### src/rtl/etm_pkg.sv
// Functional notes
// - Both mode fields zero select compare output
// - Clear-select low: period match clears, flags
// - Clear-select high: A match clears, no period flag
// - Compare pins follow only own channel match
// - Pin action: high, low or toggle
// - Run rising edge loads initial pin level
// - Pin action zero leaves pin unchanged
// - Timer mode counts, flags, leaves pins undriven
// - Mode fields 10 select PWM output
// - PWM clear-select high: A period, B duty
// - PWM clear-select low: period field times 128
// - Edge period field: 128..896, zero 1024
// - Edge A-register period equals A value
// - Centre field period doubled, duty 2x-1
// - Centre A-register period doubled, duty 2x-1
// - Edge PWM leading edges start at zero
// - Centre PWM channel centres are staggered
// - PWM raises A, B and period flags
// - Output control selects PWM active level
// - Pin action routes PWM or forces level
// - Invert bit inverts channel waveform
// - PWM keeps running while pin forced
// - Align field: edge, up, down, both
// - Ten-bit counter and compares, counter read-only
package etm_pkg;
  localparam int ADDR_W = 4;
  localparam int DATA_W = 8;
  localparam int CNT_W  = 10;
  // Register offsets
  localparam logic [3:0] OFS_CTRL_ONE = 4'h0;
  localparam logic [3:0] OFS_CTRL_TWO = 4'h1;
  localparam logic [3:0] OFS_PERIOD   = 4'h2;
  localparam logic [3:0] OFS_CNT_LO   = 4'h3;
  localparam logic [3:0] OFS_CNT_HI   = 4'h4;
  localparam logic [3:0] OFS_CCA_LO   = 4'h5;
  localparam logic [3:0] OFS_CCA_HI   = 4'h6;
  localparam logic [3:0] OFS_CCB_LO   = 4'h7;
  localparam logic [3:0] OFS_CCB_HI   = 4'h8;
  localparam logic [3:0] OFS_FLAGS    = 4'h9;
  // Control field positions (bits 7:2 shared; bits 1:0 are clear-select and run in one, align in two)
  localparam int POS_MODE   = 6;
  localparam int POS_ACTION = 4;
  localparam int POS_OC     = 3;
  localparam int POS_INV    = 2;
  localparam int POS_CCLR   = 1;
  localparam int POS_RUN    = 0;
  localparam int POS_ALIGN  = 0;
  // Flag positions
  localparam int POS_FLAG_A = 0;
  localparam int POS_FLAG_B = 1;
  localparam int POS_FLAG_P = 2;
  // Reset values
  localparam logic [7:0] RST_CTRL   = 8'h00;
  localparam logic [2:0] RST_PERIOD = 3'h0;
  localparam logic [9:0] RST_VALUE  = 10'h000;
  // Mode and action codes
  localparam logic [1:0] MODE_CMP   = 2'h0;
  localparam logic [1:0] MODE_PWM   = 2'h2;
  localparam logic [1:0] MODE_TIMER = 2'h3;
  localparam logic [1:0] ACT_NONE   = 2'h0;
  localparam logic [1:0] ACT_LOW    = 2'h1;
  localparam logic [1:0] ACT_HIGH   = 2'h2;
  localparam logic [1:0] ACT_TOGGLE = 2'h3;
  localparam logic [1:0] ALIGN_EDGE = 2'h0;
  localparam logic [1:0] ALIGN_UP   = 2'h1;
  localparam logic [1:0] ALIGN_DOWN = 2'h2;
  // Period field step is 128 counts
  localparam int PERIOD_SHIFT = 7;
  typedef enum logic {
    DIR_UP   = 1'b0,
    DIR_DOWN = 1'b1
  } dir_t;
endpackage : etm_pkg

### src/rtl/enhanced_timer_compare_pwm.sv
// Chosen here: the register offsets and the address-and-strobe port.
`timescale 1ns/1ps
`default_nettype none
module enhanced_timer_compare_pwm (
  input  wire logic                       sys_clk,
  input  wire logic                       rst,
  input  wire logic                       timer_tick,
  input  wire logic [etm_pkg::ADDR_W-1:0] addr,
  input  wire logic [etm_pkg::DATA_W-1:0] wdata,
  input  wire logic                       wr_stb,
  input  wire logic                       rd_stb,
  output logic      [etm_pkg::DATA_W-1:0] rdata,
  output logic                            output_pin_a,
  output logic                            output_pin_a_oe,
  output logic                            output_pin_b,
  output logic                            output_pin_b_oe
);
  import etm_pkg::*;

  typedef struct packed {
    logic [7:0]       timer_control_one;
    logic [7:0]       timer_control_two;
    logic [2:0]       period_field;
    logic [CNT_W-1:0] cnt;
    dir_t             dir;
    logic [CNT_W-1:0] chan_a_compare_value;
    logic [CNT_W-1:0] chan_b_compare_value;
    logic [2:0]       flags;
    logic             run_prev;
    logic             pin_a;
    logic             pin_b;
    logic             oe_a;
    logic             oe_b;
    logic [7:0]       rdata;
  } state_t;

  state_t s_q;
  state_t s_d;

  function automatic logic apply_action(input logic [1:0] act,
                                        input logic       cur);
    unique case (act)
      ACT_NONE:   apply_action = cur;
      ACT_LOW:    apply_action = 1'b0;
      ACT_HIGH:   apply_action = 1'b1;
      ACT_TOGGLE: apply_action = ~cur;
    endcase
  endfunction : apply_action

  function automatic logic pwm_pin(input logic [1:0] act,
                                   input logic       wave,
                                   input logic       oc,
                                   input logic       inv);
    unique case (act)
      ACT_NONE:   pwm_pin = 1'b0;
      ACT_LOW:    pwm_pin = 1'b1;
      ACT_HIGH,
      ACT_TOGGLE: pwm_pin = (wave ~^ oc) ^ inv;
    endcase
  endfunction : pwm_pin

  // Field views
  logic [1:0]       chan_a_mode;
  logic [1:0]       chan_b_mode;
  logic [1:0]       act_a;
  logic [1:0]       act_b;
  logic             chan_a_output_control;
  logic             chan_b_output_control;
  logic             chan_a_invert;
  logic             chan_b_invert;
  logic             counter_clear_select;
  logic             counter_run;
  logic [1:0]       align_sel;
  logic             mode_cmp;
  logic             mode_timer;
  logic             mode_pwm;
  logic             centre;
  logic             step;
  logic             run_rise;
  logic [CNT_W-1:0] lim_cmp;
  logic [CNT_W-1:0] lim_pwm;
  logic [CNT_W-1:0] lim;
  logic             at_lim;
  logic             hit_a;
  logic             hit_b;
  logic             dir_ok;
  logic [2:0]       flag_set;
  logic [2:0]       flag_clr;
  logic [1:0]       wave;

  assign chan_a_mode = s_q.timer_control_one[POS_MODE+:2];
  assign chan_b_mode = s_q.timer_control_two[POS_MODE+:2];
  assign act_a       = s_q.timer_control_one[POS_ACTION+:2];
  assign act_b       = s_q.timer_control_two[POS_ACTION+:2];
  assign chan_a_output_control = s_q.timer_control_one[POS_OC];
  assign chan_b_output_control = s_q.timer_control_two[POS_OC];
  assign chan_a_invert         = s_q.timer_control_one[POS_INV];
  assign chan_b_invert         = s_q.timer_control_two[POS_INV];
  assign counter_clear_select  = s_q.timer_control_one[POS_CCLR];
  assign counter_run           = s_q.timer_control_one[POS_RUN];
  assign align_sel   = s_q.timer_control_two[POS_ALIGN+:2];

  assign mode_cmp   = (chan_a_mode == MODE_CMP)
                    && (chan_b_mode == MODE_CMP);
  assign mode_timer = (chan_a_mode == MODE_TIMER)
                    && (chan_b_mode == MODE_TIMER);
  assign mode_pwm   = (chan_a_mode == MODE_PWM)
                    && (chan_b_mode == MODE_PWM);
  assign centre     = mode_pwm && (align_sel != ALIGN_EDGE);
  assign step       = timer_tick && counter_run;
  assign run_rise   = counter_run && !s_q.run_prev;

  // Compare mode clears on the match point, zero field overflows
  assign lim_cmp = counter_clear_select ? s_q.chan_a_compare_value
                 : (s_q.period_field == 3'h0) ? 10'h3ff
                 : {s_q.period_field, 7'h00};
  // PWM top is period minus one; zero field wraps to 1024 counts
  assign lim_pwm = counter_clear_select
                 ? s_q.chan_a_compare_value - 10'd1
                 : {s_q.period_field - 3'd1, 7'h7f};
  assign lim     = mode_pwm ? lim_pwm : lim_cmp;
  assign at_lim  = s_q.cnt == lim;
  assign hit_a   = s_q.cnt == s_q.chan_a_compare_value;
  assign hit_b   = s_q.cnt == s_q.chan_b_compare_value;

  // Centre modes raise channel flags only in the chosen direction
  always_comb begin
    unique case (align_sel)
      ALIGN_EDGE: dir_ok = 1'b1;
      ALIGN_UP:   dir_ok = s_q.dir == DIR_UP;
      ALIGN_DOWN: dir_ok = s_q.dir == DIR_DOWN;
      default:    dir_ok = 1'b1;
    endcase
  end

  genvar g;
  generate
    for (g = 0; g < 2; g++) begin : gen_wave
      pwm_wave u_wave (
        .cnt    (s_q.cnt),
        .lim    (lim_pwm),
        .duty   (g == 0 ? s_q.chan_a_compare_value
                        : s_q.chan_b_compare_value),
        .centre (centre),
        .down   (s_q.dir == DIR_DOWN),
        .top    (g == 1),
        .active (wave[g])
      );
    end
  endgenerate

  always_comb begin
    s_d          = s_q;
    flag_set     = 3'h0;
    flag_clr     = 3'h0;
    s_d.run_prev = counter_run;
    // Counter
    if (run_rise) begin
      s_d.cnt = RST_VALUE;
      s_d.dir = DIR_UP;
    end else if (step) begin
      if (!centre) begin
        s_d.cnt = at_lim ? RST_VALUE : s_q.cnt + 10'd1;
      end else if (s_q.dir == DIR_UP) begin
        if (at_lim) begin
          s_d.dir = DIR_DOWN;
        end else begin
          s_d.cnt = s_q.cnt + 10'd1;
        end
      end else begin
        if (s_q.cnt == RST_VALUE) begin
          s_d.dir = DIR_UP;
        end else begin
          s_d.cnt = s_q.cnt - 10'd1;
        end
      end
    end
    // Flags
    if (step && !run_rise) begin
      if (mode_pwm) begin
        flag_set[POS_FLAG_A] = hit_a && dir_ok;
        flag_set[POS_FLAG_B] = hit_b && dir_ok;
        flag_set[POS_FLAG_P] = centre
          ? (s_q.dir == DIR_DOWN && s_q.cnt == RST_VALUE)
          : at_lim;
      end else if (mode_cmp || mode_timer) begin
        flag_set[POS_FLAG_A] = hit_a;
        flag_set[POS_FLAG_B] = hit_b;
        flag_set[POS_FLAG_P] = at_lim && !counter_clear_select;
      end
    end
    // Pins
    s_d.oe_a = mode_cmp || (mode_pwm && !counter_clear_select);
    s_d.oe_b = mode_cmp || mode_pwm;
    if (mode_cmp) begin
      if (run_rise) begin
        s_d.pin_a = chan_a_output_control;
        s_d.pin_b = chan_b_output_control;
      end else begin
        if (flag_set[POS_FLAG_A]) begin
          s_d.pin_a = apply_action(act_a, s_q.pin_a);
        end
        if (flag_set[POS_FLAG_B]) begin
          s_d.pin_b = apply_action(act_b, s_q.pin_b);
        end
      end
    end else if (mode_pwm) begin
      s_d.pin_a = pwm_pin(act_a, wave[0], chan_a_output_control,
                          chan_a_invert);
      s_d.pin_b = pwm_pin(act_b, wave[1], chan_b_output_control,
                          chan_b_invert);
    end
    // Register writes; counter cannot be written
    if (wr_stb) begin
      unique case (addr)
        OFS_CTRL_ONE: s_d.timer_control_one = wdata;
        OFS_CTRL_TWO: s_d.timer_control_two = wdata;
        OFS_PERIOD:   s_d.period_field      = wdata[2:0];
        OFS_CCA_LO:   s_d.chan_a_compare_value[7:0] = wdata;
        OFS_CCA_HI:   s_d.chan_a_compare_value[9:8] = wdata[1:0];
        OFS_CCB_LO:   s_d.chan_b_compare_value[7:0] = wdata;
        OFS_CCB_HI:   s_d.chan_b_compare_value[9:8] = wdata[1:0];
        OFS_FLAGS:    flag_clr = wdata[2:0];
        default:      ;
      endcase
    end
    // Set wins over a clear in the same cycle
    s_d.flags = (s_q.flags & ~flag_clr) | flag_set;
    // Read data appears in the following cycle only
    s_d.rdata = 8'h00;
    if (rd_stb) begin
      unique case (addr)
        OFS_CTRL_ONE: s_d.rdata = s_q.timer_control_one;
        OFS_CTRL_TWO: s_d.rdata = s_q.timer_control_two;
        OFS_PERIOD:   s_d.rdata = {5'h00, s_q.period_field};
        OFS_CNT_LO:   s_d.rdata = s_q.cnt[7:0];
        OFS_CNT_HI:   s_d.rdata = {6'h00, s_q.cnt[9:8]};
        OFS_CCA_LO:   s_d.rdata = s_q.chan_a_compare_value[7:0];
        OFS_CCA_HI:   s_d.rdata = {6'h00, s_q.chan_a_compare_value[9:8]};
        OFS_CCB_LO:   s_d.rdata = s_q.chan_b_compare_value[7:0];
        OFS_CCB_HI:   s_d.rdata = {6'h00, s_q.chan_b_compare_value[9:8]};
        OFS_FLAGS:    s_d.rdata = {5'h00, s_q.flags};
        default:      s_d.rdata = 8'h00;
      endcase
    end
  end

  always_ff @(posedge sys_clk) begin
    if (rst) begin
      s_q.timer_control_one    <= RST_CTRL;
      s_q.timer_control_two    <= RST_CTRL;
      s_q.period_field         <= RST_PERIOD;
      s_q.cnt                  <= RST_VALUE;
      s_q.dir                  <= DIR_UP;
      s_q.chan_a_compare_value <= RST_VALUE;
      s_q.chan_b_compare_value <= RST_VALUE;
      s_q.flags                <= 3'h0;
      s_q.run_prev             <= 1'b0;
      s_q.pin_a                <= 1'b0;
      s_q.pin_b                <= 1'b0;
      s_q.oe_a                 <= 1'b0;
      s_q.oe_b                 <= 1'b0;
      s_q.rdata                <= 8'h00;
    end else begin
      s_q <= s_d;
    end
  end

  assign rdata           = s_q.rdata;
  assign output_pin_a    = s_q.pin_a;
  assign output_pin_b    = s_q.pin_b;
  assign output_pin_a_oe = s_q.oe_a;
  assign output_pin_b_oe = s_q.oe_b;

  // Checks
  a_run_rise_load: assert property (@(posedge sys_clk) disable iff (rst)
    (mode_cmp && run_rise && !wr_stb) |=> (output_pin_a
      == $past(chan_a_output_control)))
    else $error("pin a not loaded at run start");

  a_zero_action_hold: assert property (@(posedge sys_clk) disable iff (rst)
    (mode_cmp && !run_rise && act_a == ACT_NONE) |=> $stable(output_pin_a))
    else $error("pin a moved with zero action");

  a_toggle_on_match: assert property (@(posedge sys_clk) disable iff (rst)
    (mode_cmp && !run_rise && step && hit_a && act_a == ACT_TOGGLE)
      |=> (output_pin_a != $past(output_pin_a)))
    else $error("pin a did not toggle on match");

  a_no_pflag_cclr: assert property (@(posedge sys_clk) disable iff (rst)
    (counter_clear_select && !mode_pwm && !s_q.flags[POS_FLAG_P]
      && !wr_stb) |=> !s_q.flags[POS_FLAG_P])
    else $error("period flag raised with clear select high");

  a_pflag_at_lim: assert property (@(posedge sys_clk) disable iff (rst)
    (mode_cmp && !counter_clear_select && step && !run_rise && at_lim)
      |=> (s_q.flags[POS_FLAG_P] && s_q.cnt == 10'h000))
    else $error("period match did not clear and flag");

  a_timer_no_drive: assert property (@(posedge sys_clk) disable iff (rst)
    mode_timer |-> ##1 (!output_pin_a_oe && !output_pin_b_oe))
    else $error("timer mode drives a pin");

  a_cnt_read_only: assert property (@(posedge sys_clk) disable iff (rst)
    (wr_stb && (addr == OFS_CNT_LO || addr == OFS_CNT_HI) && !step
      && !run_rise) |=> $stable(s_q.cnt))
    else $error("counter changed by a write");

  a_centre_turn: assert property (@(posedge sys_clk) disable iff (rst)
    (centre && step && !run_rise && s_q.dir == DIR_UP && at_lim)
      |=> (s_q.dir == DIR_DOWN && $stable(s_q.cnt)))
    else $error("centre counter did not turn at the top");

  a_force_high: assert property (@(posedge sys_clk) disable iff (rst)
    (mode_pwm && act_b == ACT_LOW && !wr_stb) |=> ##1 output_pin_b)
    else $error("forced pin b not high");

  a_edge_wrap: assert property (@(posedge sys_clk) disable iff (rst)
    (mode_pwm && !centre && step && !run_rise && at_lim)
      |=> (s_q.cnt == 10'h000 && s_q.flags[POS_FLAG_P]))
    else $error("edge pwm did not wrap to zero");

  a_read_next_only: assert property (@(posedge sys_clk) disable iff (rst)
    !rd_stb |=> (rdata == 8'h00))
    else $error("read data outside its cycle");
endmodule : enhanced_timer_compare_pwm
`default_nettype wire

### src/rtl/pwm_wave.sv
`timescale 1ns/1ps
`default_nettype none
module pwm_wave (
  input  wire logic [etm_pkg::CNT_W-1:0] cnt,
  input  wire logic [etm_pkg::CNT_W-1:0] lim,
  input  wire logic [etm_pkg::CNT_W-1:0] duty,
  input  wire logic                      centre,
  input  wire logic                      down,
  input  wire logic                      top,
  output logic                           active
);
  import etm_pkg::*;
  logic [CNT_W:0] c;
  logic [CNT_W:0] d;
  logic [CNT_W:0] thr;
  always_comb begin
    c   = {1'b0, cnt};
    d   = {1'b0, duty};
    thr = {1'b0, lim} - d;
    if (!centre) begin
      active = c < d;
    end else if (!top) begin
      // Up phase gives duty ticks, down phase one fewer
      active = down ? (c + 11'd1 < d) : (c < d);
    end else begin
      // Second channel centred on the turn at the top
      active = down ? (c > thr + 11'd1) : (c > thr);
    end
  end
endmodule : pwm_wave
`default_nettype wire

### config.mk
export PLATFORM = sky130hd
export DESIGN_NAME = enhanced_timer_compare_pwm
export DESIGN_NICKNAME = d
export VERILOG_FILES = /design/src/rtl/etm_pkg.sv /design/src/rtl/enhanced_timer_compare_pwm.sv /design/src/rtl/pwm_wave.sv
export SDC_FILE = /design/constraint.sdc
export NUM_CORES = 1
export LEC_CHECK = 0
export BUFFER_PORTS_ARGS = -buffer_cell sky130_fd_sc_hd__buf_2
export CAP_MARGIN = 25
export CORE_ASPECT_RATIO = 0.6
export CORE_MARGIN = 10
export CORE_UTILIZATION = 65
export CTS_BUF_LIST = sky130_fd_sc_hd__clkbuf_8
export CTS_CLUSTER_DIAMETER = 100
export DETAILED_ROUTE_END_ITERATION = 7
export GPL_ROUTABILITY_DRIVEN = 0
export GPL_TIMING_DRIVEN = 0
export HOLD_SLACK_MARGIN = 0.05
export MAX_ROUTING_LAYER = met4
export PLACE_DENSITY = 0.84
export SYNTH_ARGS = -nofsm -noshare
export SYNTH_HDL_FRONTEND = slang
export SYNTH_SLANG_ARGS = --single-unit
### constraint.sdc
create_clock -name sys_clk -period 12.1 [get_ports sys_clk]
set_clock_uncertainty 0.05 [all_clocks]
set_input_delay 2.42 -clock sys_clk [delete_from_list [all_inputs] [get_ports sys_clk]]
set_output_delay 2.42 -clock sys_clk [all_outputs]
set_load 0.02 [all_outputs]
* Word level (Yosys, flattened, before mapping)
Index checks and enable logic that the tools add are counted.
** Storage, ports and cells
- Register bits after elaboration :: 66
- Output and inout bits :: 12
- Logic and storage cells :: 143
** Operators by class
- Add/subtract/negate cells :: 7
- Order comparisons :: 5
- Equality and inequality tests :: 30
- Multiplexer cells :: 32
- Bitwise logic cells :: 11
- Reduce and logical (&&, ||, !) cells :: 42
** Operators by type and width (number)
- 10-bit two-way mux :: 8
- 8-bit case mux with 10 select lines :: 1
- 10-bit equality test :: 3
- 10-bit by 11-bit > comparator with 1-bit output :: 2
- 10-bit < comparator :: 2
- 10-bit by 1-bit subtractor with 10-bit output, second input constant :: 2
- 2-bit equality test, second input constant :: 9
- 4-bit by 3-bit equality test with 1-bit output, second input constant :: 4
- 2-bit AND reduction :: 8
- 3-bit two-way mux :: 5
- 1-bit logical AND :: 12
- 3-bit inequality test, second input constant :: 4
- 1-bit case mux with 3 select lines :: 4
- 10-bit by 1-bit adder with 11-bit output, second input constant :: 1
- 11-bit by 1-bit adder with 11-bit output, second input constant :: 1
- 11-bit by 10-bit < comparator with 1-bit output :: 1
- 11-bit two-way mux :: 1
- 10-bit by 10-bit subtractor with 11-bit output :: 1
- 10-bit by 1-bit adder with 10-bit output, second input constant :: 1
- 10-bit zero test :: 1
- 1-bit two-way mux :: 9
- 3-bit AND reduction :: 3
- 4-bit by 2-bit equality test with 1-bit output, second input constant :: 2
- 4-bit equality test, second input constant :: 2
- other kinds (19) :: 40

* Logic depth before layout (Yosys ltp)
Gate-level depths: netlist of the first run.
- Word-level depth :: 12
- Depth in mapped cells :: 22
- Depth with buffers taken out :: 21

* Hierarchy
A second synthesis of the first run with hierarchy kept.
** Second synthesis, totals
- Cells, all modules :: 1077
- Area total of the unflattened synthesis :: 8370.5 um^2
** By module, submodules not included
- enhanced_timer_compare_pwm :: times used 1, cells each 627, area an instance 4882.2 um^2
- pwm_wave :: times used 2, cells each 225, area an instance 1744.2 um^2

* Worst setup path after synthesis of the first run
Ideal clock, no wire load.
- Kind :: flip-flop to flip-flop
- From :: reg s_q[26] (netlist bit)
- To :: reg s_q (netlist bit output_pin_b)
- Arrival :: 4.309 ns
- Required time :: 11.934 ns
- Setup slack :: 7.626 ns
- Stages on the path, launching flop included :: 19
- Path buffers :: 1
- Clock period less this slack :: 4.474 ns
- Cell sequence :: dfxtp_1 -> inv_1 -> ha_1 -> clkbuf_1 -> nor3b_1 -> mux2_2 -> ha_1 -> nor2b_1 -> a221o_1 -> a211oi_1 -> ha_1 -> o21ai_0 -> a21oi_1 -> maj3_1 -> maj3_1 -> o22ai_1 -> a2111oi_0 -> mux2i_1 -> and3_1
** Between the ends
- Longest elaborated chain between the ends :: 12
** Ends and longest elaborated chain
- start, declared :: line enhanced_timer_compare_pwm.sv:37 : state_t s_q;
- 10-bit by 1-bit subtractor with 10-bit output (*) :: line enhanced_timer_compare_pwm.sv:119 : ? s_q.chan_a_compare_value - 10'd1
- 10-bit two-way mux (*) :: line enhanced_timer_compare_pwm.sv:119
- 10-bit by 10-bit subtractor with 11-bit output (*) :: line pwm_wave.sv:19 : thr = {1'b0, lim} - d;
- 11-bit by 1-bit adder with 11-bit output :: line pwm_wave.sv:27 : active = down ? (c > thr + 11'd1) : (c > thr);
- 10-bit by 11-bit > comparator with 1-bit output :: line pwm_wave.sv:27
- 1-bit two-way mux (*) :: line pwm_wave.sv:27
- 1-bit two-way mux (*) :: line pwm_wave.sv:20 : if (!centre) begin
- 1-bit bitwise XNOR (*) :: line enhanced_timer_compare_pwm.sv:58 : ACT_TOGGLE: pwm_pin = (wave ~^ oc) ^ inv;
- 1-bit bitwise XOR (*) :: line enhanced_timer_compare_pwm.sv:58
- 1-bit case mux with 3 select lines (*) :: line enhanced_timer_compare_pwm.sv:54 : unique case (act)
- 2-bit two-way mux (*) :: line enhanced_timer_compare_pwm.sv:207 : end else if (mode_pwm) begin
- 2-bit two-way mux (*) :: line enhanced_timer_compare_pwm.sv:195 : if (mode_cmp) begin
Mark *: on every way between the ends. The rest lies on a longest branch, timed or not. The select of a mux whose other input is x is not followed.
A chain may end at the register's enable or synchronous reset.

* Worst setup path after layout of the first run
- From :: reg s_q (netlist bit counter_clear_select)
- To :: reg s_q (netlist bit output_pin_b)
** Between the ends
- Longest elaborated chain between the ends :: 11
** Ends and longest elaborated chain (line)
- 10-bit two-way mux (*) :: enhanced_timer_compare_pwm.sv:119
- 10-bit by 10-bit subtractor with 11-bit output (*) :: pwm_wave.sv:19
- 11-bit by 1-bit adder with 11-bit output :: pwm_wave.sv:27
- 10-bit by 11-bit > comparator with 1-bit output :: pwm_wave.sv:27
- 1-bit two-way mux (*) :: pwm_wave.sv:27
- 1-bit two-way mux (*) :: pwm_wave.sv:20
- 1-bit bitwise XNOR (*) :: enhanced_timer_compare_pwm.sv:58
- 1-bit bitwise XOR (*) :: enhanced_timer_compare_pwm.sv:58
- 1-bit case mux with 3 select lines (*) :: enhanced_timer_compare_pwm.sv:54
- 2-bit two-way mux (*) :: enhanced_timer_compare_pwm.sv:207
- 2-bit two-way mux (*) :: enhanced_timer_compare_pwm.sv:195
Marked as above.

==> results.txt, run 1 <==
Max Clk Rate: 158 MHz
worst rel slew slack: 0.233
vias per inst: 7.11
cts bufs inserted: 9
dpl ws: 6.24 ns
Netlist cell types: 82
worst hold start: s_q[14]
Synth top area share: 0.203
CP arrival: 6.61 ns
CTS tree: built
unrepaired setup endpoints after global routing: false
residual DRC count: 68
final period utilization: 0.524
most frequent cells in the layout: nor2_1, ha_1, dfxtp_1, nand2_1, a21oi_1
ys flop type: dfxtp_1
WL final: 23.6 mm
peak supply drop: 0.0934 mV
sequential-to-total area share from yosys stat: 0.203
setup ws final: 5.76 ns
most common cell after layout, fill and taps aside: nor2_1
Post-Syn Area: 6510 sq um
number of synthesized flops with an enable pin: 0
initial antenna violation count: 1
Int Power: 366 uW
Die Width: 149 um
Die ar.: 14,600 sq um
most area-hungry cell type in the Yosys netlist: dfxtp_1
Syn Inst Count: 839
switch share: 0.315
worst hold path class: reg2reg
Switching Power: 168 uW
clock share of power: 0.424
hold bufs inserted after CTS: 0
wire length per cell: 23.3 um
TNS Setup: 0 ns
Worst setup EP type: register
Std-Cell Rows: 28
routed vias: 7,210
Port Buf Inserts: 23
largest net degree at the start of global routing: 14
Final Hold Viols: 0
required time of the critical path: 12.37 ns
ratio of cells with drive above 1 in the final layout: 0.0968
synth top area cells: dfxtp_1, ha_1, mux2i_1, nor2_1, xnor2_1
worst skew pair latency: 0.38 ns
Area Overhead vs Synth: 7.86%
reg2reg start: counter_clear_select
I/O pin cnt: 29
flops & latches, synth: 66
fin area: 7020 sq um
Tightest Pin Transition: 1.12 ns
dpl hpwl: 18.1 mm
Root Buffer: clkbuf_8
# resized after CTS: 0
first-pass GRT wire length: 35.8 mm
CP Max Fanout: 10
Starting Density: 0.664
GRT Util Overall: 0.316
Pre-Repair DR Iteration Count: 8
CP Class: reg2reg
Seq pwr share: 0.416
PwrDens: 76.0 nW/um^2
clock sinks: 66
Slew Limit Fails: 0
Async SR Flop Fraction: 0
crit path launch: counter_clear_select
failing checks: design-rule violations
CTS Buffer Depth: 2
GR Overflow Total: 0
status: complete, but fails checks
final net count: 958
total chip power: 534 uW
# Post-CTS Setup Buffers: 0
MaxCap Viol Count: 0
placed cell areas: 6800 sq um
syn avg cell area: 7.76 sq um
Clock Pin Slew Worst Setup and Hold Paths: 0.10 ns
minimum clock period: 6.34 ns
vias in the first global route: 6,563
flop-to-flop setup slack: 5.76 ns
die height: 97.5 um
Yosys warnings: 0
number of H-tree levels: 3
static leakage: 0.00281 uW
logic gate share of total power: 0.160
1st-iter DRT viols: 1,407
Mapped Nets: 924
Finish-stage setup viols: 0
post-route ant nets: 0
Setup crit start kind: register
core area: 9810 sq um
registers in the layout, summed over array words and instances, names as in the netlist, 2 cells and up:
| signal | flops |
|---|---|
| s_q | 38 |
| chan_a_mode | 2 |
| act_a | 2 |
| align_sel | 2 |
| chan_b_mode | 2 |
| rdata | 8 |
| act_b | 2 |
Yosys cell counts (10+ instances only):
cell	n
a211oi_1	12
a21oi_1	47
a221oi_1	12
a22oi_1	10
a31oi_1	13
buf_4	12
clkbuf_1	34
dfxtp_1	66
ha_1	67
inv_1	45
mux2i_1	42
nand2_1	53
nand2b_1	10
nand3_1	39
nand4_1	12
nor2_1	88
nor2b_1	16
nor3_1	30
o21ai_0	26
xnor2_1	28
xor2_1	14
routing by layer:
metal | vias up | GRT usage | routed length [um] | share of wire
li1 | 3115 | - | - | -
met1 | 3331 | 0.425 | 9380 | 0.40
met2 | 634 | 0.416 | 9190 | 0.39
met3 | 130 | 0.133 | 4290 | 0.18
met4 | 0 | 0.0879 | 774 | 0.033
met5 | - | - | 0 | 0
final cells by class:
type | count | area, sq um
clock inverter | 7 | 101
inverter | 46 | 173
tap | 135 | 169
clock buffer | 9 | 124
antenna | 1 | 2.50
fill | 744 | 2790
multi-input combinational | 664 | 4700
sequential | 66 | 1320
buffer | 63 | 314
timing repair buffer | 23 | 115
cells by family after synthesis:
| kind of cell | share of synthesized area |
|---|---|
| flip-flops | 0.203 |
| XOR/XNOR | 0.0565 |
| AO/OA/AOI/OAI | 0.209 |
| adder cells (fa/ha/maj) | 0.135 |
| multiplexers | 0.0784 |
| buffers and inverters | 0.0747 |
| AND/OR/NAND/NOR | 0.244 |
through the flow:
stage,util,hold WS [ns],instances
4_1_cts,0.716,0.433,1013
5_1_grt,0.716,0.464,1014
3_3_place_gp,0.693,0.400,997
2_1_floorplan,-,0.386,839
6_report,0.716,0.434,1014
3_5_place_dp,0.693,0.418,997
worst max-delay path, stage by stage, from the launching register on:
cell and delay, ns:
dfxtp_1 0.41, clkbuf_1 0.38, clkbuf_1 0.47, clkbuf_1 0.60
nand2_1 0.13, ha_1 0.44, inv_1 0.11, a221o_1 0.32
a211oi_1 0.69, ha_1 0.32, or3_1 0.11, o21ai_0 0.06
a21oi_1 0.23, maj3_1 0.23, maj3_1 0.18, o22ai_1 0.08
a2111oi_0 0.99, mux2i_1 0.28, and3_1 0.17
path summary, 6_finish.rpt:
check | cells past startpoint | to
max reg2reg | 18 | output_pin_b
min reg2reg | 2 | s_q[14]
min | 2 | s_q[14]
max | 18 | output_pin_b
power by group through the flow:
stage | Combinational, uW | Clock [uW] | Sequential [uW]
after floorplan | 54.8 | 0 | 226
after global placement | 76.6 | 0 | 227
after detailed placement | 79.7 | 0 | 227
after CTS | 80.5 | 221 | 222
after global routing | 89.5 | 229 | 222
final | 85.5 | 226 | 222
(Power assumes the default switching activity.)
==> inputs of run 2 (changes only) <==
ABC_AREA = 1   (was unset)
clock period = 6.5 ns   (was 12.1 ns; I/O delays follow)
==> run 2 against run 1 <==
Effect of this change:
- the flow now finishes without violations
- critical path depth grew 13
- total power up 79%
- count of clock-buffer cells in the layout did not move
- via count is 4.7% lower
- utilization grew 1.9 points
==> results.txt, run 2 <==
total chip power: 956 uW (was 534 uW)
required time of the critical path: 6.74 ns (was 12.37 ns)
GR Overflow Total: 0 (unchanged)
fin cells: 1,075 (was 1,014)
peak supply drop: 0.154 mV (was 0.0934 mV)
vias per inst: 6.39 (was 7.11)
initial antenna violation count: 0 (was 1)
die height: 94.1 um (was 97.5 um)
most common cell after layout, fill and taps aside: nand2_1 (was nor2_1)
Area Overhead vs Synth: 7.77% (was 7.86%)
CTS tree: built (unchanged)
flops & latches, synth: 66 (unchanged)
Pre-Repair DR Iteration Count: 7 (was 8)
ratio of cells with drive above 1 in the final layout: 0.0758 (was 0.0968)
# Post-CTS Setup Buffers: 0 (unchanged)
core area: 8720 sq um (was 9810 sq um)
most area-hungry cell type in the Yosys netlist: dfxtp_1 (unchanged)
top flop regs: s_q x38, rdata x8 (unchanged)
Die Width: 143 um (was 149 um)
PwrDens: 149 nW/um^2 (was 76.0 nW/um^2)
I/O pin cnt: 29 (unchanged)
top cells by count, synth: nand2_1, inv_1, a21oi_1, nor2_1, o21ai_0 (was nor2_1, ha_1, dfxtp_1)
Async SR Flop Fraction: 0 (unchanged)
MaxCap Viol Count: 0 (unchanged)
# placed instances: 1,059 (was 997)
static leakage: 0.00297 uW (was 0.00281 uW)
first-pass GRT wire length: 31.5 mm (was 35.8 mm)
CP Class: reg2reg (unchanged)
Finish-stage setup viols: 0 (unchanged)
wire length per cell: 19.2 um (was 23.3 um)
GRT Util Overall: 0.307 (was 0.316)
Top reg by flops: s_q (unchanged)
Die ar.: 13,500 sq um (was 14,600 sq um)
most common cell in the netlist: nand2_1 (was nor2_1)
Root Buffer: clkbuf_8 (unchanged)
Netlist cell types: 47 (was 82)
vias in the first global route: 6,162 (was 6,563)
most frequent cells in the layout: nand2_1, inv_1, nor2_1, a21oi_1, o21ai_0 (was nor2_1, ha_1, dfxtp_1, nand2_1, a21oi_1)
number of synthesized flops with an enable pin: 0 (unchanged)
Crit path top cell by count: nand2_1 (was clkbuf_1)
clock sinks: 66 (unchanged)
n_diodes: 0 (was 1)
Synth top area share: 0.222 (was 0.203)
WL final: 20.6 mm (was 23.6 mm)
Setup crit start kind: register (unchanged)
1st-iter DRT viols: 1,206 (was 1,407)
Slew Limit Fails: 0 (unchanged)
slowest CP cell: dfxtp_1 (was a2111oi_0)
hold bufs inserted after CTS: 0 (unchanged)
Yosys warnings: 0 (unchanged)
worst rel slew slack: 0.605 (was 0.233)
# resized after CTS: 0 (unchanged)
residual DRC count: 0 (was 68)
CTS Buffer Depth: 2 (unchanged)
number of H-tree levels: 3 (unchanged)
Tightest Pin Transition: 0.592 ns (was 1.12 ns)
minimum clock period: 4.95 ns (was 6.34 ns)
Syn Inst Count: 920 (was 839)
worst skew pair latency: 0.36 ns (was 0.38 ns)
unrepaired setup endpoints after global routing: false (unchanged)
Max Clk Rate: 202 MHz (was 158 MHz)
largest net degree at the start of global routing: 12 (was 14)
Final Core Density: 0.735 (was 0.716)
syn avg cell area: 6.46 sq um (was 7.76 sq um)
number of flip-flops in the largest register: 38 (unchanged)
dpl hpwl: 16.4 mm (was 18.1 mm)
synth top area cells: dfxtp_1, ha_1, nand2_1, inv_1, a21oi_1 (was dfxtp_1, ha_1, mux2i_1, nor2_1, xnor2_1)
Final Hold Viols: 0 (unchanged)
Starting Density: 0.682 (was 0.664)
Port Buf Inserts: 27 (was 23)
sequential-to-total area share from yosys stat: 0.222 (was 0.203)
Std-Cell Rows: 26 (was 28)
TNS Setup: 0 ns (unchanged)
cts bufs inserted: 9 (unchanged)
CP arrival: 5.19 ns (was 6.61 ns)
ys flop type: dfxtp_1 (unchanged)
final period utilization: 0.762 (was 0.524)
worst hold path class: reg2reg (unchanged)
final net count: 1,043 (was 958)
Mapped Nets: 1,005 (was 924)
status: complete, no violations (was complete, but fails checks)
hold slack: 0.455 ns (was 0.434 ns)
Clock Pin Slew Worst Setup and Hold Paths: 0.08 ns (was 0.10 ns)
Post-Syn Area: 5940 sq um (was 6510 sq um)
CP Max Fanout: 6 (was 10)
routed vias: 6,871 (was 7,210)
CP peak stage delay: 0.55 ns (was 0.99 ns)
post-route ant nets: 0 (unchanged)
Worst setup EP type: register (unchanged)
-- run 2: layout make-up --
class	count	area [sq um]
plain buffers	30	148
clock buffers	9	124
clock inverters	7	62.6
fillers	729	2310
inverters	131	492
multi-input cells	693	3980
flip-flops and latches	66	1320
well taps	112	140
repair buffers	27	135
-- run 2: critical path: cells and delay by family (launching register included) --
kind	cells	cell delay (ns)
compound gates	2	0.45
flops	1	0.55
xor+xnor	1	0.15
simple gates	20	2.23
fa+ha+maj	3	0.92
buf+inv	5	0.49
-- run 2: path summary, 6_finish.rpt --
path                                    start       endpoint  slack, ns  depth (start not counted)
worst max-delay path                  s_q[26]   output_pin_b       1.55                         31
worst min-delay path            chan_b_invert  chan_b_invert       0.46                          2
worst max register to register        s_q[26]   output_pin_b       1.55                         31
worst min register to register  chan_b_invert  chan_b_invert       0.46                          2
-- run 2: cells by family (layout without fill, tap and decap cells) --
logic type | after synthesis | in the layout | share of synthesized area
compound gates | 219 | 219 | 0.208
xor+xnor | 29 | 29 | 0.0427
fa+ha+maj | 68 | 68 | 0.144
buf+inv | 161 | 204 | 0.108
flops | 66 | 66 | 0.222
simple gates | 377 | 377 | 0.275
-- run 2: power by group --
| part | internal, uW | total, uW | switching, uW |
|---|---|---|---|
| Clock | 173 | 342 | 169 |
| Combinational | 63.1 | 196 | 133 |
| Sequential | 412 | 418 | 6.38 |
-- run 2: through the flow --
step                      setup WS [ns]  instance area, sq um
final                              1.55                  6400
after global routing               1.25                  6400
after CTS                          1.73                  6400
after detailed placement           1.77                  6220
after global placement             1.87                  6220
after floorplan                    2.73                  5940
-- run 2: routing by layer --
metal  global-route usage  vias up  part of all wire
li1                     -     3162                 -
met1                0.403     3072              0.40
met2                0.402      540              0.39
met3                0.144       97              0.18
met4               0.0956        0             0.034
met5                    -        -                 0
